===== config.mk =====
export PLATFORM = sky130hd
export DESIGN_NAME = uart_fifo_line_control
export DESIGN_NICKNAME = d
export VERILOG_FILES = /design/src/verilog/uart_fifo_line_control.v
export VERILOG_INCLUDE_DIRS = /design/src /design/src/verilog
export SDC_FILE = /design/constraint.sdc
export NUM_CORES = 2
export LEC_CHECK = 0
export BUFFER_PORTS_ARGS = -buffer_cell sky130_fd_sc_hd__buf_4
export CORE_MARGIN = 3
export CORE_UTILIZATION = 63
export DETAILED_ROUTE_END_ITERATION = 10
export PLACE_DENSITY = 0.8
export REMOVE_ABC_BUFFERS = 1
export SYNTH_ARGS = -nofsm -noshare
export SYNTH_HDL_FRONTEND = slang
export SYNTH_SLANG_ARGS = --single-unit

===== constraint.sdc =====
create_clock -name i_core_clk -period 13.1 [get_ports i_core_clk]
set_input_delay 3.93 -clock i_core_clk [delete_from_list [all_inputs] [get_ports i_core_clk]]
set_output_delay 3.93 -clock i_core_clk [all_outputs]
set_load 0.01 [all_outputs]

===== src/verilog/uart_fifo_line_control_consts.vh =====
// Constants for the UART FIFO and line control block
`ifndef UART_FIFO_LINE_CONTROL_CONSTS_VH
`define UART_FIFO_LINE_CONTROL_CONSTS_VH
// Register indexes; byte address is four times the index
`define IDX_DATA 3'h0
`define IDX_DIV_HIGH 3'h1
`define IDX_FIFO 3'h2
`define IDX_FORMAT 3'h3
`define IDX_COND 3'h5
`define ENH_KEY 8'hbf
// Field positions
`define FS_EN 0
`define FS_RXCLR 1
`define FS_TXCLR 2
`define FS_DMA 3
`define LF_STOP 2
`define LF_PEN 3
`define LF_EVEN 4
`define LF_FORCE 5
`define LF_BRK 6
`define LF_DLAB 7
`define EF_ENH 4
// Reset values
`define FORMAT_RST 8'h03
`define DIV_RST 16'h0001
// FIFO geometry
`define FIFO_FULL 7'h40
// Trigger levels
`define TT0 7'h08
`define TT1 7'h10
`define TT2 7'h20
`define TT3 7'h38
`define RT0 7'h08
`define RT1 7'h10
`define RT2 7'h38
`define RT3 7'h3c
// Ticks per bit time of 16 oversampling ticks
`define TK_MID 5'h07
`define TK_BIT 5'h0f
`define TK_STOP15 5'h17
`define TK_STOP2 5'h1f
`endif


===== src/verilog/uart_fifo_line_control.v =====
// One UART channel: FIFOs, shifters, line format and status, APB slave
// Operation
// - Receiver deserialises RX characters into a 64-entry receive buffer.
// - FIFOs off: receive uses entry zero only, new character overwrites.
// - Each receive entry keeps break, framing and parity flags with data.
// - Transmit bytes buffered in 64 entries always, serialised; excess lost.
// - FIFO setup bit 0 enables the receive FIFO; changing it clears both FIFOs.
// - FIFO setup bit 1 clears receive FIFO and counters, self-clearing.
// - FIFO setup bit 2 clears transmit FIFO and counters, self-clearing.
// - Bits 5:4 set transmit trigger: 8, 16, 32, 56 spaces.
// - Bits 7:6 set receive trigger: 8, 16, 56, 60 characters.
// - Transmit trigger field writable only with enhanced functions enabled.
// - Line format bits 1:0 choose five to eight data bits.
// - Bit 2 adds stop bits: 1.5 for five bits, else two.
// - Bit 3 enables parity; bit 4 picks even, else odd.
// - Bit 5 forces parity: 1 when bit 4 clear, 0 when set.
// - Bit 6 holds TX low for break while set.
// - Bit 7 opens the divisor latch at the shared addresses.
// - Condition bit 0 shows receive data; bit 1 shows overrun.
// - Bits 4:2 show head entry flags; only data reads advance.
// - Break detected as full low character, stored as zero; stop checked.
// - Bit 5 transmit buffer empty; bit 6 also shifter empty.
// - Bit 7 set while any flagged character sits in receive FIFO.
// - Divisor bytes reachable only while format bit 7 is set.
// - Enhanced feature bit 4 enables and write-guards enhanced functions.
//
// The address map and register access over APB were chosen for this implementation.
`timescale 1ns/1ps
`include "uart_fifo_line_control_consts.vh"
module uart_fifo_line_control
(
  input wire i_core_clk,
  input wire i_rst_n,
  input wire i_psel,
  input wire i_penable,
  input wire i_pwrite,
  input wire [4:0] i_paddr,
  input wire [31:0] i_pwdata,
  output wire [31:0] o_prdata,
  output wire o_pready,
  output wire o_pslverr,
  input wire i_rx,
  output wire o_tx,
  output wire o_rx_dma_req_n,
  output wire o_tx_dma_req_n
);

////////////////////////////////////////////////////////////////////////////
// Helpers
function [7:0] keep_bits;
  input [7:0] d;
  input [1:0] wl;
  begin
    keep_bits = d & (8'hff >> (2'h3 - wl));
  end
endfunction

function par_bit;
  input [7:0] d;
  input [7:0] fmt;
  begin
    if (fmt[`LF_FORCE])
      par_bit = ~fmt[`LF_EVEN];
    else
      par_bit = ^keep_bits(d, fmt[1:0]) ^ ~fmt[`LF_EVEN];
  end
endfunction

////////////////////////////////////////////////////////////////////////////
// Registers and state
reg [7:0] format_q;
reg [7:0] enh_q;
reg [15:0] div_q;
reg fifo_en_q;
reg dma_mode_q;
reg [1:0] tx_trig_q;
reg [1:0] rx_trig_q;
reg ovr_q;
reg [31:0] prdata_q;
reg pready_q;
reg pslverr_q;
reg [15:0] baud_q;
reg tick_q;
reg rx_m_q;
reg rx_s_q;
reg tx_q;
reg rx_req_n_q;
reg tx_req_n_q;
reg [7:0] tx_mem [0:63];
reg [5:0] tx_wr_q;
reg [5:0] tx_rd_q;
reg [6:0] tx_cnt_q;
reg [10:0] rx_mem [0:63];
reg [5:0] rx_wr_q;
reg [5:0] rx_rd_q;
reg [6:0] rx_cnt_q;
reg [6:0] err_cnt_q;
reg [6:0] err_cnt_d;
localparam [4:0] T_IDLE = 5'h01;
localparam [4:0] T_START = 5'h02;
localparam [4:0] T_DATA = 5'h04;
localparam [4:0] T_PAR = 5'h08;
localparam [4:0] T_STOP = 5'h10;
reg [4:0] tst_q;
reg [7:0] tsh_q;
reg tpar_q;
reg [2:0] tbit_q;
reg [4:0] ttk_q;
localparam [5:0] R_IDLE = 6'h01;
localparam [5:0] R_START = 6'h02;
localparam [5:0] R_DATA = 6'h04;
localparam [5:0] R_PAR = 6'h08;
localparam [5:0] R_STOP = 6'h10;
localparam [5:0] R_LOW = 6'h20;
reg [5:0] rst_q;
reg [7:0] rsh_q;
reg rpar_q;
reg [2:0] rbit_q;
reg [4:0] rtk_q;

////////////////////////////////////////////////////////////////////////////
// APB decode
wire [2:0] idx = i_paddr[4:2];
wire dlab = format_q[`LF_DLAB];
wire enh_sel = (format_q == `ENH_KEY);
wire aligned = (i_paddr[1:0] == 2'h0);
wire hit = aligned & ((idx == `IDX_DATA) | (idx == `IDX_DIV_HIGH) |
  (idx == `IDX_FIFO) | (idx == `IDX_FORMAT) | (idx == `IDX_COND));
wire acc = i_psel & i_penable & pready_q;
wire wr = acc & i_pwrite & hit;
wire rd = acc & ~i_pwrite & hit;
wire [7:0] wd = i_pwdata[7:0];
wire wr_data = wr & (idx == `IDX_DATA) & ~dlab;
wire wr_fifo = wr & (idx == `IDX_FIFO) & ~enh_sel;
wire rd_data = rd & (idx == `IDX_DATA) & ~dlab;
wire rd_cond = rd & (idx == `IDX_COND);
wire fifo_toggle = wr_fifo & (wd[`FS_EN] != fifo_en_q);
wire rx_clr = (wr_fifo & wd[`FS_RXCLR]) | fifo_toggle;
wire tx_clr = (wr_fifo & wd[`FS_TXCLR]) | fifo_toggle;

wire tx_empty = (tx_cnt_q == 7'h00);
wire rx_any = (rx_cnt_q != 7'h00);
wire [10:0] head = rx_mem[rx_rd_q];
wire [7:0] cond = {(err_cnt_q != 7'h00),
  tx_empty & (tst_q == T_IDLE), tx_empty,
  rx_any ? head[10:8] : 3'h0,
  ovr_q, rx_any};

reg [7:0] rmux;
always @*
begin
  rmux = 8'h00;
  case (idx)
    `IDX_DATA: rmux = dlab ? div_q[7:0] : head[7:0];
    `IDX_DIV_HIGH: rmux = dlab ? div_q[15:8] : 8'h00;
    `IDX_FIFO: rmux = enh_sel ? enh_q : 8'h00;
    `IDX_FORMAT: rmux = format_q;
    `IDX_COND: rmux = cond;
    default: rmux = 8'h00;
  endcase
end

always @(posedge i_core_clk or negedge i_rst_n)
begin
  if (!i_rst_n)
  begin
    pready_q <= 1'b0;
    prdata_q <= 32'h0000_0000;
    pslverr_q <= 1'b0;
  end
  else
  begin
    pready_q <= i_psel & ~i_penable;
    pslverr_q <= i_psel & ~i_penable & ~hit;
    if (i_psel & ~i_penable)
      prdata_q <= {24'h000000, hit ? rmux : 8'h00};
  end
end

always @(posedge i_core_clk or negedge i_rst_n)
begin
  if (!i_rst_n)
  begin
    format_q <= `FORMAT_RST;
    enh_q <= 8'h00;
    div_q <= `DIV_RST;
    fifo_en_q <= 1'b0;
    dma_mode_q <= 1'b0;
    tx_trig_q <= 2'h0;
    rx_trig_q <= 2'h0;
  end
  else if (wr)
  begin
    if (idx == `IDX_FORMAT)
      format_q <= wd;
    if (dlab & (idx == `IDX_DATA))
      div_q[7:0] <= wd;
    if (dlab & (idx == `IDX_DIV_HIGH))
      div_q[15:8] <= wd;
    if (enh_sel & (idx == `IDX_FIFO))
      enh_q <= wd;
    if (wr_fifo)
    begin
      fifo_en_q <= wd[`FS_EN];
      dma_mode_q <= wd[`FS_DMA];
      rx_trig_q <= wd[7:6];
      if (enh_q[`EF_ENH])
        tx_trig_q <= wd[5:4];
    end
  end
end

////////////////////////////////////////////////////////////////////////////
// Oversampling tick and RX synchroniser
always @(posedge i_core_clk or negedge i_rst_n)
begin
  if (!i_rst_n)
  begin
    baud_q <= 16'h0000;
    tick_q <= 1'b0;
    rx_m_q <= 1'b1;
    rx_s_q <= 1'b1;
  end
  else
  begin
    rx_m_q <= i_rx;
    rx_s_q <= rx_m_q;
    tick_q <= 1'b0;
    if (div_q != 16'h0000)
    begin
      if (baud_q >= div_q - 16'h0001)
      begin
        baud_q <= 16'h0000;
        tick_q <= 1'b1;
      end
      else
        baud_q <= baud_q + 16'h0001;
    end
  end
end

////////////////////////////////////////////////////////////////////////////
// Transmit FIFO and shifter
wire tx_push = wr_data & (tx_cnt_q != `FIFO_FULL);
wire tx_pop = (tst_q == T_IDLE) & ~tx_empty;
wire stop_long = format_q[`LF_STOP];
wire [4:0] stop_end = ~stop_long ? `TK_BIT :
  (format_q[1:0] == 2'h0) ? `TK_STOP15 : `TK_STOP2;

always @(posedge i_core_clk)
begin
  if (tx_push)
    tx_mem[tx_wr_q] <= wd;
end

always @(posedge i_core_clk or negedge i_rst_n)
begin
  if (!i_rst_n)
  begin
    tx_wr_q <= 6'h00;
    tx_rd_q <= 6'h00;
    tx_cnt_q <= 7'h00;
  end
  else if (tx_clr)
  begin
    tx_wr_q <= 6'h00;
    tx_rd_q <= 6'h00;
    tx_cnt_q <= 7'h00;
  end
  else
  begin
    if (tx_push)
      tx_wr_q <= tx_wr_q + 6'h01;
    if (tx_pop)
      tx_rd_q <= tx_rd_q + 6'h01;
    if (tx_push & ~tx_pop)
      tx_cnt_q <= tx_cnt_q + 7'h01;
    else if (tx_pop & ~tx_push)
      tx_cnt_q <= tx_cnt_q - 7'h01;
  end
end

always @(posedge i_core_clk or negedge i_rst_n)
begin
  if (!i_rst_n)
  begin
    tst_q <= T_IDLE;
    tsh_q <= 8'h00;
    tpar_q <= 1'b0;
    tbit_q <= 3'h0;
    ttk_q <= 5'h00;
    tx_q <= 1'b1;
  end
  else
  begin
    case (tst_q)
      T_IDLE:
        if (tx_pop)
        begin
          tsh_q <= tx_mem[tx_rd_q];
          tpar_q <= par_bit(tx_mem[tx_rd_q], format_q);
          ttk_q <= 5'h00;
          tst_q <= T_START;
        end
      T_START, T_DATA, T_PAR:
        if (tick_q)
        begin
          ttk_q <= ttk_q + 5'h01;
          if (ttk_q == `TK_BIT)
          begin
            ttk_q <= 5'h00;
            if (tst_q == T_START)
            begin
              tbit_q <= 3'h0;
              tst_q <= T_DATA;
            end
            else if (tst_q == T_DATA)
            begin
              tsh_q <= {1'b0, tsh_q[7:1]};
              tbit_q <= tbit_q + 3'h1;
              if (tbit_q == {1'b1, format_q[1:0]})
                tst_q <= format_q[`LF_PEN] ? T_PAR : T_STOP;
            end
            else
              tst_q <= T_STOP;
          end
        end
      T_STOP:
        if (tick_q)
        begin
          ttk_q <= ttk_q + 5'h01;
          if (ttk_q == stop_end)
            tst_q <= T_IDLE;
        end
      default: tst_q <= T_IDLE;
    endcase
    if (format_q[`LF_BRK])
      tx_q <= 1'b0;
    else if (tst_q == T_START)
      tx_q <= 1'b0;
    else if (tst_q == T_DATA)
      tx_q <= tsh_q[0];
    else if (tst_q == T_PAR)
      tx_q <= tpar_q;
    else
      tx_q <= 1'b1;
  end
end

////////////////////////////////////////////////////////////////////////////
// Receive shifter
reg rx_push;
reg [10:0] rx_word;
wire [7:0] rx_byte = rsh_q >> (2'h3 - format_q[1:0]);

always @*
begin
  rx_push = (rst_q == R_STOP) & tick_q & (rtk_q == `TK_BIT);
  rx_word[7:0] = rx_byte;
  rx_word[10] = (rx_byte == 8'h00) & ~rx_s_q &
    ~(format_q[`LF_PEN] & rpar_q);
  rx_word[9] = ~rx_s_q;
  rx_word[8] = format_q[`LF_PEN] &
    (rpar_q != par_bit(rx_byte, format_q));
  if (rx_word[10])
    rx_word[7:0] = 8'h00;
end

always @(posedge i_core_clk or negedge i_rst_n)
begin
  if (!i_rst_n)
  begin
    rst_q <= R_IDLE;
    rsh_q <= 8'h00;
    rpar_q <= 1'b0;
    rbit_q <= 3'h0;
    rtk_q <= 5'h00;
  end
  else
  begin
    if (tick_q)
      rtk_q <= rtk_q + 5'h01;
    case (rst_q)
      R_IDLE:
        if (~rx_s_q)
        begin
          rtk_q <= 5'h00;
          rst_q <= R_START;
        end
      R_START:
        if (tick_q & (rtk_q == `TK_MID))
        begin
          rtk_q <= 5'h00;
          rbit_q <= 3'h0;
          rst_q <= rx_s_q ? R_IDLE : R_DATA;
        end
      R_DATA:
        if (tick_q & (rtk_q == `TK_BIT))
        begin
          rtk_q <= 5'h00;
          rsh_q <= {rx_s_q, rsh_q[7:1]};
          rbit_q <= rbit_q + 3'h1;
          if (rbit_q == {1'b1, format_q[1:0]})
            rst_q <= format_q[`LF_PEN] ? R_PAR : R_STOP;
        end
      R_PAR:
        if (tick_q & (rtk_q == `TK_BIT))
        begin
          rtk_q <= 5'h00;
          rpar_q <= rx_s_q;
          rst_q <= R_STOP;
        end
      R_STOP:
        if (rx_push)
          rst_q <= rx_s_q ? R_IDLE : R_LOW;
      R_LOW:
        if (rx_s_q)
          rst_q <= R_IDLE;
      default: rst_q <= R_IDLE;
    endcase
  end
end

////////////////////////////////////////////////////////////////////////////
// Receive FIFO, error count, overrun
wire rx_full = fifo_en_q ? (rx_cnt_q == `FIFO_FULL) : rx_any;
wire rx_pop = rd_data & rx_any;
wire rx_lost = rx_push & rx_full & ~rx_pop;
wire rx_err_in = |rx_word[10:8];
wire rx_err_out = |head[10:8];
wire rx_store = rx_push & (~fifo_en_q | ~rx_full | rx_pop);
wire [5:0] rx_wa = fifo_en_q ? rx_wr_q : 6'h00;

always @*
begin
  err_cnt_d = err_cnt_q;
  if (~fifo_en_q)
  begin
    if (rx_push)
      err_cnt_d = {6'h00, rx_err_in};
    else if (rx_pop)
      err_cnt_d = 7'h00;
  end
  else
  begin
    if (rx_store & rx_err_in)
      err_cnt_d = err_cnt_d + 7'h01;
    if (rx_pop & rx_err_out)
      err_cnt_d = err_cnt_d - 7'h01;
  end
end

always @(posedge i_core_clk)
begin
  if (rx_store)
    rx_mem[rx_wa] <= rx_word;
end

always @(posedge i_core_clk or negedge i_rst_n)
begin
  if (!i_rst_n)
  begin
    rx_wr_q <= 6'h00;
    rx_rd_q <= 6'h00;
    rx_cnt_q <= 7'h00;
    err_cnt_q <= 7'h00;
    ovr_q <= 1'b0;
  end
  else
  begin
    if (rx_lost)
      ovr_q <= 1'b1;
    else if (rd_cond)
      ovr_q <= 1'b0;
    if (rx_clr)
    begin
      rx_wr_q <= 6'h00;
      rx_rd_q <= 6'h00;
      rx_cnt_q <= 7'h00;
      err_cnt_q <= 7'h00;
    end
    else if (~fifo_en_q)
    begin
      rx_wr_q <= 6'h00;
      rx_rd_q <= 6'h00;
      err_cnt_q <= err_cnt_d;
      if (rx_push)
        rx_cnt_q <= 7'h01;
      else if (rx_pop)
        rx_cnt_q <= 7'h00;
    end
    else
    begin
      err_cnt_q <= err_cnt_d;
      if (rx_store)
        rx_wr_q <= rx_wr_q + 6'h01;
      if (rx_pop)
        rx_rd_q <= rx_rd_q + 6'h01;
      if (rx_store & ~rx_pop)
        rx_cnt_q <= rx_cnt_q + 7'h01;
      else if (rx_pop & ~rx_store)
        rx_cnt_q <= rx_cnt_q - 7'h01;
    end
  end
end

////////////////////////////////////////////////////////////////////////////
// DMA request levels
reg [6:0] tx_lvl;
reg [6:0] rx_lvl;

always @*
begin
  case (tx_trig_q)
    2'h0: tx_lvl = `TT0;
    2'h1: tx_lvl = `TT1;
    2'h2: tx_lvl = `TT2;
    default: tx_lvl = `TT3;
  endcase
  case (rx_trig_q)
    2'h0: rx_lvl = `RT0;
    2'h1: rx_lvl = `RT1;
    2'h2: rx_lvl = `RT2;
    default: rx_lvl = `RT3;
  endcase
end

wire mode1 = dma_mode_q & fifo_en_q;

always @(posedge i_core_clk or negedge i_rst_n)
begin
  if (!i_rst_n)
  begin
    rx_req_n_q <= 1'b1;
    tx_req_n_q <= 1'b1;
  end
  else
  begin
    rx_req_n_q <= ~(mode1 ? (rx_cnt_q >= rx_lvl) : rx_any);
    tx_req_n_q <= ~(mode1 ? ((`FIFO_FULL - tx_cnt_q) >= tx_lvl) :
      tx_empty);
  end
end

assign o_prdata = prdata_q;
assign o_pready = pready_q;
assign o_pslverr = pslverr_q;
assign o_tx = tx_q;
assign o_rx_dma_req_n = rx_req_n_q;
assign o_tx_dma_req_n = tx_req_n_q;

endmodule


After elaboration in Yosys (flattened, before gate mapping)
Memory sizes are Yosys's and may differ from the RTL's. Index checks and enable logic that the tools add are counted.

Register bits after elaboration: 161. Bits in writable memories: 1216. Input bits: 43. Logic and storage cells: 320. Memories kept: 2.

$add $sub $neg: 18. $lt $le $gt $ge: 3. Equality and inequality tests: 48. Shift operators: 2. Mux-type cells: 97. Bitwise operators: 73. Reductions and logical operators: 41.

Memories: rx_mem (words 64, bits a word 11, read ports 1, clocked after memory_dff 0, wr ports 1, line uart_fifo_line_control.v:93) `reg [10:0] rx_mem [0:63];`; tx_mem (words 64, bits a word 8, read ports 1, clocked after memory_dff 0, wr ports 1, line uart_fifo_line_control.v:89) `reg [7:0] tx_mem [0:63];`.

Operators by type and width (number): 6-bit 2-to-1 mux (19); 7-bit 2-to-1 mux (15); 5-bit 2-to-1 mux (19); 8-bit 2-to-1 mux (10); 5-bit case mux with 3 select lines (3); 1-bit bitwise AND (44); 8-bit case mux with 5 select lines (1); 6-bit case mux with 3 select lines (2); 6-bit case mux with 6 select lines (1); 2-bit != test, second input constant (14); 6-bit by 1-bit adder with 6-bit output, second input constant (4); 7-bit by 1-bit adder with 7-bit output, second input constant (3); 7-bit by 1-bit subtractor with 7-bit output, second input constant (3); 3-bit 2-to-1 mux (6); 2-bit AND reduction (9); 1-bit 2-to-1 mux (17); 1-bit NOT (17); 16-bit by 1-bit adder with 16-bit output, second input constant (1); 8-bit bitwise AND (2); 16-bit >= comparator (1); 16-bit 2-to-1 mux (1); 8-bit case mux with 2 select lines (1); 16-bit nonzero test (1); 8-bit XOR reduction (2); other kinds (51) (86).

Logic depth before layout (Yosys ltp)
Depth after elaboration: 19. Mapped depth: 20. Mapped depth without buffers: 19.

Least setup slack after synthesis
No wires, ideal clock.

Path type: register -> register. From: reg format_q[1]. To: mem rx_mem[0][0], data pin. Library setup time: 0.761 ns. Arrival time: 8.529 ns. Path slack: 3.810 ns. Cell stages (with the launch flop): 7. Buffers on the path: 1. Cell sequence: dfstp_2 -> clkbuf_1 -> mux2_2 -> nand2_1 -> o21ai_0 -> nor4_1 -> nor2_1.

Word-level cells in the longest chain between the ends: 6.

Ends and longest elaborated chain: start, declared (line uart_fifo_line_control.v:71) `reg [7:0] format_q;`; start signal, assigned (line uart_fifo_line_control.v:184) `` format_q <= `FORMAT_RST; ``; start signal, assigned (line uart_fifo_line_control.v:195) `format_q <= wd;`; 2-bit subtractor (line uart_fifo_line_control.v:354) `wire [7:0] rx_byte = rsh_q >> (2'h3 - format_q[1:0]);`; 8-bit by 2-bit >> shifter with 8-bit output (line uart_fifo_line_control.v:354); 8-bit zero test (line uart_fifo_line_control.v:360) `rx_word[10] = (rx_byte == 8'h00) & ~rx_s_q &`; 1-bit bitwise AND (2 in series) (line uart_fifo_line_control.v:360); net rx_word[10] (line uart_fifo_line_control.v:353) `reg [10:0] rx_word;`; 8-bit 2-to-1 mux (line uart_fifo_line_control.v:365) `if (rx_word[10])`; net rx_word[0] (line uart_fifo_line_control.v:353); end, declared (line uart_fifo_line_control.v:93).

The timed path passes the listed nets, and every way through them passes these cells.

Worst setup path after layout
From: in i_paddr[2]. To: mem rx_mem[7][9] (enable).

Word-level cells in the longest chain between the ends: 14.

Ends and longest elaborated chain: start, declared (line uart_fifo_line_control.v:37) `input wire [4:0] i_paddr,`; 3-bit by 1-bit == test with 1-bit output (no source line) or 3-bit zero test (tied branches); 1-bit OR (4 in series) (line uart_fifo_line_control.v:127) `` wire hit = aligned & ((idx == `IDX_DATA) | (idx == `IDX_DIV_HIGH) | ``; 1-bit bitwise AND (line uart_fifo_line_control.v:127); 1-bit bitwise AND (line uart_fifo_line_control.v:131) `wire rd = acc & ~i_pwrite & hit;`; 1-bit bitwise AND (*) (2 in series) (line uart_fifo_line_control.v:135) `` wire rd_data = rd & (idx == `IDX_DATA) & ~dlab; ``; 1-bit bitwise AND (*) (line uart_fifo_line_control.v:427) `wire rx_pop = rd_data & rx_any;`; 1-bit OR (*) (line uart_fifo_line_control.v:431) `wire rx_store = rx_push & (~fifo_en_q | ~rx_full | rx_pop);`; 1-bit bitwise AND (*) (line uart_fifo_line_control.v:431); 1-bit 2-to-1 mux (*) (line uart_fifo_line_control.v:455) `if (rx_store)`; 1-bit 2-to-1 mux (not written as such) (*) (line uart_fifo_line_control.v:456) `rx_mem[rx_wa] <= rx_word;`.

Every way passes the cells marked *; elsewhere a longest branch is shown, timed or not.

==> metrics.cfg <==
[status]
run_status = finished, final reports clean

[floorplan]
die_y_um = 306
die_area_um2 = 93500
placementRows = 109
ioPinCount = 80
die_width_um = 306
core_um2 = 88800
start_util_pct = 63.7

[sta]
hold_viol = 0
slew_headroom_pct = 8.29
rsz0062_at_grt = no
report.final.slew_viol_count = 0
fin_worst_skew_ns = 0.0364
finalCriticalPeriod_ns = 7.67
finalCritPeriodShare_pct = 58.5
tns_ns = 0
timing.fmax_mhz = 130
finalSetupViolCount = 0
worstMarginPinSlew_ns = 1.38

[critical_path]
cpMaxStageDelayCell = nor2_1
cp.arrival_ns = 8.00
crit_type = in -> reg
crit_end = rx_mem[7][9]
cp-start-kind = primary input
cp_num_buf_inv = 2
max_stage_delay_ns = 1.16
r2r_end = err_cnt_q[6]
cp_top_family = simple AND/OR/NAND/NOR gates
regToRegSetupSlack_ns = 7.90
crit_top_cell = or3_1
r2r_cells = 11
cp.required_ns = 13.43
cp_max_fo = 12
crit_start = i_paddr[2]
end_kind = flip-flop
r2r_start = rx_rd_q[1]
cp.depth = 10
crit_chain = buf_4, or3_1, nand2b_1, nor4_1, or3_1, nand2_1, inv_1, and3_1, nand3_1, nor2_1

[synth]
yosysSeqAreaShare_pct = 71.7
synthCells = 3056
synth_area_um2 = 56600
synth-simple-area-share_pct = 4.84
synth-edff-count = 1216
synth_top_family_by_area = multiplexers
yosysWarnings = 0
async_flop_share_pct = 11.7
synth.avg_cell_area_um2 = 18.5
synthMuxAreaShare_pct = 16.1
synth-compound-area-share_pct = 3.04
synth_ff_type = edfxtp_1
synth_fa_ha_area_share_pct = 1.29
synth_xor_area_share_pct = 1.40
ys_ff_latch = 1377
yosysUniqueCellTypes = 74

[global_route]
grt_max_degree = 99
antenna_found_initial = 5
grt_overflow = 0
track_usage_pct = 29.9
grt_pass1_vias = 31133
grt_pass1_wl_mm = 206

[placed_design]
io_buffers = 31
placed_area_um2 = 57900
place.gp.congestion = 0.906
hpwl_mm = 77.5

[route]
drc = 0
wire_per_inst_um = 31.1
wirelength_mm = 137
detail_route.vias_per_cell = 6.92
drt_iter0_drc = 3975
ant_nets = 0
vias = 30446
drt_first_pass_iters = 6

[cells_and_area]
final_nets = 3219
synthToLayoutAreaGrowth_pct = 10.2
drive_gt1_share_pct = 21.7
layout_common_cells = edfxtp_1 (1216), mux4_2 (346), nor2_1 (254)
final_common_cell = edfxtp_1
fin_area_um2 = 62400

[cts]
cts_max_level = 4
clk_pin_slew_ns = 0.06
cts_root_buf = clkbuf_16
post_cts_buffers = 0
cts_tree = built
clk_latency_ns = 0.75
postCtsResizedCells = 0
cts_max_path_buffers = 3
cts_hold_buf = 0
cts_made_buffers = 137
clock-sinks = 1377

[flow_run]
maxCapViolCount = 0

[power]
p_leak_uw = 0.0208
power.density_nw_per_um2 = 167
vdd_drop_max_v = 0.000146

[min_path]
min_path_type = reg -> reg

## synthesized netlist by cell type (all sizes together) (17+ instances only)
cell,number,area (um^2)
a21o,17,128
a21oi,51,255
buf,85,490
clkbuf,79,297
dfrtp,151,3780
edfxtp,1216,36500
ha,55,688
inv,38,143
mux2,47,533
mux2i,79,791
mux4,346,7790
nand2,155,582
nand3,39,195
nand4,21,131
nor2,258,968
nor2b,25,156
nor3,21,110
o21ai,51,255
o221ai,34,298
xnor2,47,412
xor2,41,359
## cell families (layout without fill, tap and decap cells)
group | Yosys count | in the layout
mux | 472 | 472
xor+xnor | 89 | 89
other cells | 1 | 31
buf+inv | 202 | 353
simple gates | 608 | 608
fa+ha+maj | 57 | 57
flops | 1377 | 1377
compound gates | 250 | 250
## layout make-up
cell class | instances | area [um^2]
clock buffer | 178 | 3830
timing repair buffer | 65 | 504
sequential | 1377 | 40600
antenna | 7 | 17.5
fill | 5001 | 26400
inverter | 38 | 143
multi-input combinational | 1500 | 15300
clock inverter | 72 | 592
tap | 1165 | 1460
## sequential cells by signal, indices dropped and copies added (netlist names), 7 cells and up
name	flops
rx_cnt_q	7
o_prdata	8
tx_mem	512
rsh_q	8
baud_q	16
tsh_q	8
rx_mem	704
format_q	8
tx_cnt_q	7
enh_q	8
err_cnt_q	7
div_q	16
## worst min-delay path by stage
stage / depth (start not counted) / start / slack [ns] / to
2_1_floorplan: 0 / rx_m_q / 0.35 / rx_s_q
3_3_place_gp: 0 / rx_m_q / 0.35 / rx_s_q
3_5_place_dp: 0 / rx_m_q / 0.35 / rx_s_q
4_1_cts: 0 / rx_m_q / 0.37 / rx_s_q
5_1_grt: 0 / rx_m_q / 0.37 / rx_s_q
6_report: 0 / rx_m_q / 0.38 / rx_s_q
## metrics by stage
stage	worst slack, ns	util (%)	hold slack (ns)	total power, uW	std cells
5_1_grt	5.30	70.2	0.368	10800	4395
2_1_floorplan	3.49	-	0.345	6250	2915
4_1_cts	5.64	70.2	0.372	10500	4395
3_3_place_gp	4.98	65.3	0.349	6560	4145
6_report	5.43	70.3	0.380	10400	4402
3_5_place_dp	4.86	65.3	0.354	6620	4145
## metal layers
metal / routed length, um / track usage [%] / vias to the layer above
met1: 48500 / 39.2 / 15590
met2: 69600 / 50.1 / 2114
met4: 5700 / 11.8 / 4
li1: - / - / 12342
met3: 13100 / 6.28 / 396
met5: 66 / 0.354 / -
## report_power, final
group          switching, uW  total [uW]  internal (uW)  leakage (uW)
registers               93.9        4910           4820        0.0135
clock network           1680        3890           2210       0.00215
logic                    929        1630            703       0.00518
total                   2700       10400           7730        0.0208
## worst reg2reg max path, stage by stage (launching register included)
cell and delay [ns]:
dfrtp_4 0.79, buf_4 0.67, buf_4 0.71, mux4_2 0.47
mux4_2 0.56, mux4_2 0.58, nor3_2 0.21, nor2_1 0.16
o2111a_1 0.25, mux2_4 0.32, o211a_1 0.12, o31a_1 0.23
(Power assumes the default switching activity.)
